===== config.mk =====
export PLATFORM = sky130hd
export DESIGN_NAME = ieee1284_peripheral_port
export DESIGN_NICKNAME = d
export VERILOG_FILES = /design/src/byte_fifo.v /design/src/ieee1284_peripheral_port.v
export VERILOG_INCLUDE_DIRS = /design/src
export SDC_FILE = /design/constraint.sdc
export NUM_CORES = 1
export LEC_CHECK = 0
export ABC_AREA = 1
export CORE_MARGIN = 2
export CORE_UTILIZATION = 30
export CTS_CLUSTER_SIZE = 30
export DETAILED_ROUTE_END_ITERATION = 8
export DONT_BUFFER_PORTS = 1
export PLACE_DENSITY_LB_ADDON = 0.2
export SLEW_MARGIN = 5
export SYNTH_ARGS = -nofsm -noshare
export SYNTH_HDL_FRONTEND = slang
export SYNTH_HIERARCHICAL = 1
export SYNTH_SLANG_ARGS = --single-unit
export TNS_END_PERCENT = 20

===== constraint.sdc =====
create_clock -name clk -period 2.9 [get_ports clk]
set_input_delay 0.435 -clock clk [delete_from_list [all_inputs] [get_ports clk]]
set_output_delay 0.435 -clock clk [all_outputs]
set_load 0.005 [all_outputs]

===== src/pport_map.vh =====
// constants for the peripheral parallel port
`ifndef PPORT_MAP_VH
`define PPORT_MAP_VH

`define MODE_COMPAT 2'h0
`define MODE_NIBBLE 2'h1
`define MODE_ECP 2'h2

`define CMD_CHAN_BIT 7

`define CLK_PERIOD_NS 10
`define SETUP_NS 500
`define ACK_PULSE_NS 5000
`define SETUP_CYC ((`SETUP_NS + `CLK_PERIOD_NS - 1) / `CLK_PERIOD_NS)
`define ACK_PULSE_CYC ((`ACK_PULSE_NS + `CLK_PERIOD_NS - 1) / `CLK_PERIOD_NS)

`define FIFO_WIDTH 8
`define FIFO_DEPTH 32
`define FIFO_AW 5

`endif


===== src/byte_fifo.v =====
// synchronous fifo with valid/ready on both sides
`timescale 1ns/1ps
module byte_fifo #(
    parameter WIDTH = 8,
    parameter DEPTH = 32,
    parameter AW = 5
) (
    input wire clk,
    input wire rstn,
    input wire in_valid,
    output wire in_ready,
    input wire [WIDTH-1:0] in_data,
    output wire out_valid,
    input wire out_ready,
    output wire [WIDTH-1:0] out_data
);
    reg [WIDTH-1:0] mem [0:DEPTH-1];
    reg [AW:0] wr_ptr_ff;
    reg [AW:0] rd_ptr_ff;
    wire full;
    wire empty;
    wire do_wr;
    wire do_rd;

    // one extra pointer bit tells full from empty
    assign full = (wr_ptr_ff[AW] != rd_ptr_ff[AW]) && (wr_ptr_ff[AW-1:0] == rd_ptr_ff[AW-1:0]);
    assign empty = (wr_ptr_ff == rd_ptr_ff);
    assign in_ready = ~full;
    assign out_valid = ~empty;
    assign out_data = mem[rd_ptr_ff[AW-1:0]];
    assign do_wr = in_valid & ~full;
    assign do_rd = out_ready & ~empty;

    always @(posedge clk) begin
        if (do_wr) begin
            mem[wr_ptr_ff[AW-1:0]] <= in_data;
        end
    end

    always @(posedge clk) begin
        if (!rstn) begin
            wr_ptr_ff <= {(AW+1){1'b0}};
            rd_ptr_ff <= {(AW+1){1'b0}};
        end else begin
            if (do_wr) begin
                wr_ptr_ff <= wr_ptr_ff + 1'b1;
            end
            if (do_rd) begin
                rd_ptr_ff <= rd_ptr_ff + 1'b1;
            end
        end
    end
endmodule // byte_fifo


===== src/ieee1284_peripheral_port.v =====
// peripheral side parallel port: compatibility, nibble and ECP
`timescale 1ns/1ps
`include "pport_map.vh"
module ieee1284_peripheral_port (
    input wire clk,
    input wire rstn,
    input wire [1:0] mode,
    input wire strobe_n,
    input wire autofd_n,
    input wire init_n,
    input wire selectin_n,
    input wire [7:0] data_in,
    output wire [7:0] data_out,
    output wire data_oe,
    output wire busy,
    output wire ack_n,
    output wire pe,
    output wire select,
    output wire fault_n,
    output wire rx_valid,
    input wire rx_ready,
    output wire [7:0] rx_data,
    output wire [6:0] chan_addr,
    input wire tx_valid,
    output wire tx_ready,
    input wire [7:0] tx_data,
    input wire tx_is_cmd
);
    localparam [3:0] ST_IDLE = 4'h0;
    localparam [3:0] ST_FWD_LOW = 4'h1;
    localparam [3:0] ST_FWD_PROC = 4'h2;
    localparam [3:0] ST_FWD_PUSH = 4'h3;
    localparam [3:0] ST_CMP_ACK = 4'h4;
    localparam [3:0] ST_REV_GRANT = 4'h5;
    localparam [3:0] ST_REV_SETUP = 4'h6;
    localparam [3:0] ST_REV_ACK = 4'h7;
    localparam [3:0] ST_REV_WAIT = 4'h8;
    localparam [3:0] ST_NIB_SETUP = 4'h9;
    localparam [3:0] ST_NIB_ACK = 4'hA;
    localparam [3:0] ST_NIB_WAIT = 4'hB;

    localparam integer SETUP_INT = `SETUP_CYC;
    localparam integer ACK_INT = `ACK_PULSE_CYC;
    localparam [9:0] SETUP_CYC = SETUP_INT[9:0];
    localparam [9:0] ACK_CYC = ACK_INT[9:0];

    // mode decode shared by idle, capture and grant paths
    function is_ecp;
        input [1:0] m;
        begin
            is_ecp = (m == `MODE_ECP);
        end
    endfunction

    // true while a countdown still has cycles to run
    function timer_running;
        input [9:0] t;
        begin
            timer_running = (t > 10'h001);
        end
    endfunction

    // three-stage input synchronisers with agreement filter
    reg [11:0] s1_ff;
    reg [11:0] s2_ff;
    reg [11:0] s3_ff;
    reg [11:0] flt_ff;
    wire [11:0] raw_in;
    wire [11:0] agree;
    wire strb_f;
    wire afd_f;
    wire init_f;
    wire [7:0] dat_f;
    reg strb_prev_ff;
    wire strb_rise;

    assign raw_in = {selectin_n, init_n, autofd_n, strobe_n, data_in};
    assign agree = ~(s2_ff ^ s3_ff);
    assign strb_f = flt_ff[8];
    assign afd_f = flt_ff[9];
    assign init_f = flt_ff[10];
    assign dat_f = flt_ff[7:0];
    assign strb_rise = strb_f & ~strb_prev_ff;

    always @(posedge clk) begin
        if (!rstn) begin
            s1_ff <= 12'hFFF;
            s2_ff <= 12'hFFF;
            s3_ff <= 12'hFFF;
            flt_ff <= 12'hFFF;
            strb_prev_ff <= 1'b1;
        end else begin
            s1_ff <= raw_in;
            s2_ff <= s1_ff;
            s3_ff <= s2_ff;
            // a bit moves only once stages two and three agree
            flt_ff <= (s3_ff & agree) | (flt_ff & ~agree);
            strb_prev_ff <= strb_f;
        end
    end

    reg [3:0] state_ff;
    reg [9:0] timer_ff;
    reg [7:0] byte_ff;
    reg is_cmd_ff;
    reg [6:0] rle_ff;
    reg [6:0] rep_ff;
    reg [6:0] chan_ff;
    reg half_ff;
    reg busy_ff;
    reg ack_n_ff;
    reg pe_ff;
    reg select_ff;
    reg fault_n_ff;
    reg [7:0] dout_ff;
    reg oe_ff;
    reg tx_pop_ff;
    wire push_valid;
    wire push_ready;
    wire [3:0] nib;
    reg rx_valid_ff;
    reg [7:0] rx_data_ff;
    wire fifo_valid;
    wire [7:0] fifo_data;
    wire fifo_pop;

    assign push_valid = (state_ff == ST_FWD_PUSH);
    assign nib = half_ff ? tx_data[7:4] : tx_data[3:0];
    assign tx_ready = tx_pop_ff;
    assign fifo_pop = fifo_valid & (~rx_valid_ff | rx_ready);

    // forward bytes queue here; a full queue holds busy high toward the host
    byte_fifo #(
        .WIDTH(`FIFO_WIDTH),
        .DEPTH(`FIFO_DEPTH),
        .AW(`FIFO_AW)
    ) u_fifo (
        .clk(clk),
        .rstn(rstn),
        .in_valid(push_valid),
        .in_ready(push_ready),
        .in_data(byte_ff),
        .out_valid(fifo_valid),
        .out_ready(fifo_pop),
        .out_data(fifo_data)
    );

    // output stage keeps rx_data on flops; adds one byte of slack behind the fifo
    always @(posedge clk) begin
        if (!rstn) begin
            rx_valid_ff <= 1'b0;
            rx_data_ff <= 8'h00;
        end else if (fifo_pop) begin
            rx_valid_ff <= 1'b1;
            rx_data_ff <= fifo_data;
        end else if (rx_ready) begin
            rx_valid_ff <= 1'b0;
        end
    end

    always @(posedge clk) begin
        if (!rstn) begin
            state_ff <= ST_IDLE;
            timer_ff <= 10'h000;
            byte_ff <= 8'h00;
            is_cmd_ff <= 1'b0;
            rle_ff <= 7'h00;
            rep_ff <= 7'h00;
            chan_ff <= 7'h00;
            half_ff <= 1'b0;
            busy_ff <= 1'b0;
            ack_n_ff <= 1'b1;
            pe_ff <= 1'b0;
            select_ff <= 1'b1;
            fault_n_ff <= 1'b1;
            dout_ff <= 8'h00;
            oe_ff <= 1'b0;
            tx_pop_ff <= 1'b0;
        end else begin
            tx_pop_ff <= 1'b0;
            case (state_ff)
                ST_IDLE: begin
                    busy_ff <= 1'b0;
                    ack_n_ff <= 1'b1;
                    select_ff <= 1'b1;
                    fault_n_ff <= 1'b1;
                    oe_ff <= 1'b0;
                    half_ff <= 1'b0;
                    // pe idles high in ECP so a low reads as the reverse grant
                    pe_ff <= is_ecp(mode);
                    if (is_ecp(mode) && !init_f) begin
                        pe_ff <= 1'b0;
                        timer_ff <= SETUP_CYC;
                        state_ff <= ST_REV_GRANT;
                    end else if (mode == `MODE_NIBBLE) begin
                        if (!afd_f && tx_valid) begin
                            timer_ff <= SETUP_CYC;
                            state_ff <= ST_NIB_SETUP;
                        end
                    end else if (!strb_f) begin
                        busy_ff <= 1'b1;
                        state_ff <= ST_FWD_LOW;
                    end
                end
                ST_FWD_LOW: begin
                    if (strb_rise) begin
                        byte_ff <= dat_f;
                        // low nAUTOFD marks a command in ECP only
                        is_cmd_ff <= is_ecp(mode) & ~afd_f;
                        state_ff <= ST_FWD_PROC;
                    end
                end
                ST_FWD_PROC: begin
                    if (is_cmd_ff) begin
                        if (byte_ff[`CMD_CHAN_BIT]) begin
                            chan_ff <= byte_ff[6:0];
                        end else begin
                            rle_ff <= byte_ff[6:0];
                        end
                        busy_ff <= 1'b0;
                        state_ff <= ST_IDLE;
                    end else begin
                        // count n means n extra copies, n+1 bytes in all
                        rep_ff <= rle_ff;
                        rle_ff <= 7'h00;
                        state_ff <= ST_FWD_PUSH;
                    end
                end
                ST_FWD_PUSH: begin
                    if (push_ready) begin
                        if (rep_ff == 7'h00) begin
                            if (mode == `MODE_COMPAT) begin
                                ack_n_ff <= 1'b0;
                                timer_ff <= ACK_CYC;
                                state_ff <= ST_CMP_ACK;
                            end else begin
                                busy_ff <= 1'b0;
                                state_ff <= ST_IDLE;
                            end
                        end else begin
                            rep_ff <= rep_ff - 7'h01;
                        end
                    end
                end
                ST_CMP_ACK: begin
                    if (timer_running(timer_ff)) begin
                        timer_ff <= timer_ff - 10'h001;
                    end else begin
                        ack_n_ff <= 1'b1;
                        busy_ff <= 1'b0;
                        state_ff <= ST_IDLE;
                    end
                end
                ST_REV_GRANT: begin
                    if (init_f) begin
                        state_ff <= ST_IDLE;
                    end else if (timer_running(timer_ff)) begin
                        timer_ff <= timer_ff - 10'h001;
                    end else begin
                        state_ff <= ST_REV_SETUP;
                    end
                end
                ST_REV_SETUP: begin
                    if (init_f) begin
                        oe_ff <= 1'b0;
                        state_ff <= ST_IDLE;
                    end else if (tx_valid) begin
                        dout_ff <= tx_data;
                        oe_ff <= 1'b1;
                        busy_ff <= ~tx_is_cmd;
                        timer_ff <= SETUP_CYC;
                        state_ff <= ST_REV_ACK;
                    end
                end
                ST_REV_ACK: begin
                    if (timer_running(timer_ff)) begin
                        timer_ff <= timer_ff - 10'h001;
                    end else if (ack_n_ff) begin
                        ack_n_ff <= 1'b0;
                    end else if (afd_f) begin
                        ack_n_ff <= 1'b1;
                        tx_pop_ff <= 1'b1;
                        state_ff <= ST_REV_WAIT;
                    end
                end
                ST_REV_WAIT: begin
                    // host drops nAUTOFD once it holds the byte
                    if (!afd_f) begin
                        state_ff <= ST_REV_SETUP;
                    end else if (init_f) begin
                        oe_ff <= 1'b0;
                        state_ff <= ST_IDLE;
                    end
                end
                ST_NIB_SETUP: begin
                    {busy_ff, pe_ff, select_ff, fault_n_ff} <= nib;
                    if (timer_running(timer_ff)) begin
                        timer_ff <= timer_ff - 10'h001;
                    end else begin
                        ack_n_ff <= 1'b0;
                        state_ff <= ST_NIB_ACK;
                    end
                end
                ST_NIB_ACK: begin
                    if (afd_f) begin
                        ack_n_ff <= 1'b1;
                        if (half_ff) begin
                            tx_pop_ff <= 1'b1;
                            state_ff <= ST_IDLE;
                        end else begin
                            half_ff <= 1'b1;
                            state_ff <= ST_NIB_WAIT;
                        end
                    end
                end
                ST_NIB_WAIT: begin
                    // tx byte stays held until both halves are out
                    if (!afd_f) begin
                        timer_ff <= SETUP_CYC;
                        state_ff <= ST_NIB_SETUP;
                    end else if (mode != `MODE_NIBBLE) begin
                        state_ff <= ST_IDLE;
                    end
                end
                default: begin
                    state_ff <= ST_IDLE;
                end
            endcase
        end
    end

    assign data_out = dout_ff;
    assign data_oe = oe_ff;
    assign busy = busy_ff;
    assign ack_n = ack_n_ff;
    assign pe = pe_ff;
    assign select = select_ff;
    assign fault_n = fault_n_ff;
    assign chan_addr = chan_ff;
    assign rx_valid = rx_valid_ff;
    assign rx_data = rx_data_ff;
endmodule // ieee1284_peripheral_port


# == Word level (Yosys, flattened, before mapping) ==
# Memory sizes are Yosys's and may differ from the RTL's. A register that Yosys moved wholly into a read port is not among the register bits.
# Index checks and enable logic that the tools add are counted.
# op_classes
order_cmp,1
n_bitwise,19
n_eq_ne,46
mux,82
addsub,4
n_reduce_logical,29
# op_table
cell,count
$mux 10,11
$mux 4,23
$pmux 10 s6,1
$pmux 4 s12,1
$ne 2x2->1 const B,21
$mux 7,5
$mux 1,30
$and 12x12->12,2
$not 12->12,2
$ne 3x3->1 const B,6
$reduce_bool 6->1,3
$eq 4x3->1 const B,4
$eq 4x4->1 const B,4
$reduce_and 8->1,2
$reduce_and 15->1,1
$pmux 7 s2,1
$add 6x1->6 const B,2
$or 12x12->12,1
$pmux 1 s6,2
$xor 12x12->12,1
$gt 10x1->1 const B,1
$pmux 1 s2,5
$reduce_and 10->1,1
$sub 10x1->10 const B,1
other kinds (27),50
# word_totals
mem_bits_rw,256
ff_bits,122
memories,1
# memory_table
name,depth,word_bits,read_ports,rd_ports_with_merged_regs,wr,line,rtl
u_fifo.mem,32,8,1,1,1,byte_fifo.v:17,reg [WIDTH-1:0] mem [0:DEPTH-1];

# == Depth between registers and ports, before layout ==
# depth
depth_word,6
depth_mapped,14
depth_no_buf,13

# == Cells and area by module ==
# The synthesis kept the hierarchy.
# by_module_without_submodules
mod,instances,cells_each,area_per_inst_um2
byte_fifo,1,1013,11352.1
ieee1284_peripheral_port,1,663,4888.4

# == Worst setup path before layout ==
# OpenSTA, ideal clock, no wires.
# synth_path
path_type,register to register
startpoint,reg state_ff[3]
endpoint,"mem u_fifo.mem[16][0], enable pin"
slack_ns,0.426
stages_incl_launch_ff,9
arrival_ns,2.090
n_path_buf,3
path_cell_list,dfxtp_1 nor2_2 nand2_4 inv_2 buf_2 clkbuf_1 nand2_4 buf_6 nor3_1
# synth_between
elab_chain_len,4
# synth_rtl
item,line,rtl
"start, declared",ieee1284_peripheral_port.v:102,reg [3:0] state_ff;
"start signal, assigned",ieee1284_peripheral_port.v:163,state_ff <= ST_IDLE;
"start signal, assigned",ieee1284_peripheral_port.v:194,state_ff <= ST_REV_GRANT;
"start signal, assigned",ieee1284_peripheral_port.v:198,state_ff <= ST_NIB_SETUP;
$eq 4x2->1,ieee1284_peripheral_port.v:127,assign push_valid = (state_ff == ST_FWD_PUSH);
named net push_valid,ieee1284_peripheral_port.v:118,wire push_valid;
$and 1x1->1,byte_fifo.v:31,assign do_wr = in_valid & ~full;
$mux 1,byte_fifo.v:35,if (do_wr) begin
$mux 1 (not written as such),byte_fifo.v:36,mem[wr_ptr_ff[AW-1:0]] <= in_data;
"end, declared",byte_fifo.v:17,
# The timed path passes the listed nets, and every way through them passes these cells.

# == Final worst setup path ==
# layout_path
startpoint,reg state_ff[3]
endpoint,"mem u_fifo.mem[29][1], enable pin"
# layout_between
elab_chain_len,4
# layout_rtl
item,line
$eq 4x2->1,ieee1284_peripheral_port.v:127
$and 1x1->1,byte_fifo.v:31
$mux 1,byte_fifo.v:35
$mux 1 (not written as such),byte_fifo.v:36
# Every way passes these cells.

==> impl_metrics.env <==
export IMPL_result_of_the_run="complete, no violations"
export IMPL_routed_via_count=11600
export IMPL_antenna_cells_inserted=0
export IMPL_vias_per_cell=4.750
export IMPL_timing_clock_skew_ns=0.02991
export IMPL_maxSlewViolCount=0
export IMPL_max_freq_ghz=0.4255
export IMPL_worst_skew_pair_late_latency_ns=0.57
export IMPL_initial_antenna_violation_count=0
export IMPL_seq_power_share_pct=45.8
export IMPL_port_buffer_count=0
export IMPL_share_of_post_route_cells_with_drive_strength_above_1_pct=10.99
export IMPL_detail_route_wirelength_um=42240
export IMPL_synth_warnings=6
export IMPL_dieArea_um2=56010
export IMPL_cts_setup_buffers=0
export IMPL_globalplace_congestion=0.8611
export IMPL_start_util_pct=30.24
export IMPL_share_comb_of_total_power_pct=12.6
export IMPL_detail_route_wl_per_cell_um=17.29
export IMPL_place_inst=2353
export IMPL_switching_power_w=0.003483
export IMPL_die_h_um=236.7
export IMPL_syn_instance_count=1676
export IMPL_synth_cell_types=40
export IMPL_synth_seq_cells=387
export IMPL_first_iter_violations=907
export IMPL_totalNegativeSetupSlack_ns=0
export IMPL_cp_arrival_ns=2.63
export IMPL_hold_path_class="input pin to register"
export IMPL_layout_cells_non_filler=2443
export IMPL_multiInputGateArea_um2=5253
export IMPL_synthFlopType="sky130_fd_sc_hd__edfxtp_1"
export IMPL_floorplan_die_width_um=236.7
export IMPL_number_of_global_route_vias_before_repair=11100
export IMPL_vdd_ir_drop_max_uv=595.4
export IMPL_layout_area_seq_um2=10310
export IMPL_postSynthAreaPerCell_um2=9.690
export IMPL_fill_cells=5397
export IMPL_syn2layout_area_growth_pct=15.78
export IMPL_finish_net_count=1752
export IMPL_cts_tree="built"
export IMPL_worst_ep_required_time_ns=3.18
export IMPL_cts_clk_slew_worst_paths_ns=0.06
export IMPL_crit_path_end_kind="register"
export IMPL_synthTopCellsByCount="sky130_fd_sc_hd__nand2_1 (467), sky130_fd_sc_hd__nand3_1 (271), sky130_fd_sc_hd__edfxtp_1 (256)"
export IMPL_layout_cell_area_non_filler_um2=18800
export IMPL_max_cap_viol_count=0
export IMPL_syn_cell_area_um2=16240
export IMPL_worstSetupPathType="register to register"
export IMPL_htree_levels=2
export IMPL_post_syn_nets=1712
export IMPL_clock_power_share_pct=41.6
export IMPL_critical_path_peak_fanout=28
export IMPL_synth_top_cell_area_share_pct=47.33
export IMPL_cts_repair_resize_count=0
export IMPL_synth_top_cells_by_area="sky130_fd_sc_hd__edfxtp_1 (47%), sky130_fd_sc_hd__dfxtp_1 (16%), sky130_fd_sc_hd__nand2_1 (11%)"
export IMPL_ys_async_sr_fraction_pct=0
export IMPL_dp_hpwl_um=26640
export IMPL_coreArea_um2=53710
export IMPL_ioPinCount=58
export IMPL_relSlewSlack_pct=38.12
export IMPL_max_slew_worst_pin_slew_ns=0.9269
export IMPL_cts_root_to_sink_buffers=3
export IMPL_synth_area_leader_cell="sky130_fd_sc_hd__edfxtp_1"
export IMPL_firstDrtPassIters=5
export IMPL_setup_viol_count_final=0
export IMPL_synth_yosys_seq_area_share_pct=63.48
export IMPL_grt_max_degree=76
export IMPL_finalHoldViolCount=0
export IMPL_drc_errors=0
export IMPL_row_cnt=85
export IMPL_post_route_period_util_pct=81.04
export IMPL_cts_buffers=44
export IMPL_pwr_density_cell_nw_per_um2=706.8
export IMPL_synthMostInstantiatedCell="sky130_fd_sc_hd__nand2_1"
export IMPL_p_sw_share_pct=26.21
export IMPL_placed_cell_area_um2=17230
export IMPL_gr_usage_all_layers_pct=15.06
export IMPL_rsz0062_at_grt="false"
export IMPL_clock_sinks=387
export IMPL_intPower_w=0.009807
export IMPL_number_of_flops_mapped_to_enable_cells_by_yosys=256
export IMPL_final_util_pct=35.01
export IMPL_worstSetupStartpointType="register"
export IMPL_ant_nets=0
export IMPL_power_leakage_nw=7.018
export IMPL_gr_total_overflow=0
export IMPL_setup_reg_to_reg_worst_slack_ns=0.55
export IMPL_clk_root_buffer_cell="sky130_fd_sc_hd__clkbuf_16"
export IMPL_timing_final_crit_period_ns=2.350
export IMPL_first_pass_grt_wire_length_um=65210
-- routing by layer --
metal | vias to the layer above | GRT usage, % | routed length, µm
li1 | 5769 | - | -
met1 | 5533 | 20.14 | 19310
met2 | 243 | 24.65 | 19790
met3 | 59 | 2.914 | 2231
met4 | 0 | 4.718 | 915
met5 | - | 0 | 0
-- layout make-up --
type / instances / area share, %
flip-flops and latches: 387 / 54.86
clock buffers: 63 / 6.521
repair buffers: 70 / 3.287
well taps: 696 / 4.631
clock inverters: 14 / 1.105
multi-input cells: 1130 / 27.93
inverters: 83 / 1.664
-- path summary, 6_finish.rpt --
kind	start	end	depth (start not counted)
worst max register to register	state_ff[3]	u_fifo/mem[29][1]	6
worst min register to register	s1_ff[6]	s2_ff[6]	1
worst min-delay path	rstn	register	2
worst max-delay path	state_ff[3]	u_fifo/mem[29][1]	6
-- power by group through the flow --
stage | Combinational, W | Clock, W | Sequential [W]
detailed placement | 0.00164 | 0 | 0.00621
CTS | 0.00168 | 0.00568 | 0.00609
global route | 0.00190 | 0.00589 | 0.00611
global placement | 0.00163 | 0 | 0.00621
finish | 0.00167 | 0.00553 | 0.00609
floorplan | 0.00130 | 0 | 0.00616
-- cell families (layout without fill, tap and decap cells) --
family | Yosys count | count (layout) | synth area share, %
AO/OA/AOI/OAI | 151 | 151 | 4.846
XOR/XNOR | 12 | 12 | 0.6472
adder cells (fa/ha/maj) | 9 | 9 | 0.6934
buffers and inverters | 159 | 230 | 4.176
flip-flops | 387 | 387 | 63.48
AND/OR/NAND/NOR | 958 | 958 | 26.16
-- registers in the layout, summed over array words and instances (netlist names), 4 cells and up, named ones only --
register,count
u_fifo/mem,256
s1_ff,11
s2_ff,11
s3_ff,11
timer_ff,10
byte_ff,8
data_out,8
rx_data,8
chan_addr,7
rep_ff,7
rle_ff,7
u_fifo/rd_ptr_ff,6
u_fifo/wr_ptr_ff,6
state_ff,4
-- layout by cell type, fill, tap and decap left out, types with 8 or more instances in the layout --
cell                            instances
sky130_fd_sc_hd__nand2_1              467
sky130_fd_sc_hd__nand3_1              271
sky130_fd_sc_hd__edfxtp_1             256
sky130_fd_sc_hd__dfxtp_1              129
sky130_fd_sc_hd__nor2_1               110
sky130_fd_sc_hd__a21oi_1               74
sky130_fd_sc_hd__inv_1                 65
sky130_fd_sc_hd__o21ai_0               64
sky130_fd_sc_hd__buf_4                 53
sky130_fd_sc_hd__clkbuf_16             44
sky130_fd_sc_hd__or2_2                 34
sky130_fd_sc_hd__nor3_1                29
sky130_fd_sc_hd__inv_2                 12
sky130_fd_sc_hd__dlygate4sd3_1         12
sky130_fd_sc_hd__clkbuf_1              11
sky130_fd_sc_hd__clkinv_1              10
sky130_fd_sc_hd__nand4_1               10
sky130_fd_sc_hd__nand2_2                9
sky130_fd_sc_hd__xor2_1                 9
sky130_fd_sc_hd__ha_1                   9
sky130_fd_sc_hd__and2_1                 8
-- worst max-delay path: stages (launching register included) --
cell                      delay (ns)
sky130_fd_sc_hd__dfxtp_1        0.37
sky130_fd_sc_hd__nor2_2         0.35
sky130_fd_sc_hd__nand2_4        0.23
sky130_fd_sc_hd__inv_2          0.31
sky130_fd_sc_hd__nand2_4        0.26
sky130_fd_sc_hd__nor3_1         0.28
sky130_fd_sc_hd__buf_4          0.23
-- stage by stage --
stage | power [W] | hold WS (ns) | setup slack [ns]
global placement | 0.007839 | 0.3962 | 0.5178
finish | 0.01329 | 0.02237 | 0.5497
global route | 0.01390 | 0.01121 | 0.3282
CTS | 0.01345 | 0.0009856 | 0.5415
floorplan | 0.007465 | 0.3925 | 0.4261
detailed placement | 0.007853 | 0.3977 | 0.5523
-- timing repair --
| item | in CTS | in global routing |
|---|---|---|
| hold buffers | 13 | 0 |
| endpoints found under the hold margin | 47 | 0 |
| setup endpoints to repair | 0 | 0 |
No activity file was read; power rests on OpenSTA's default activity.
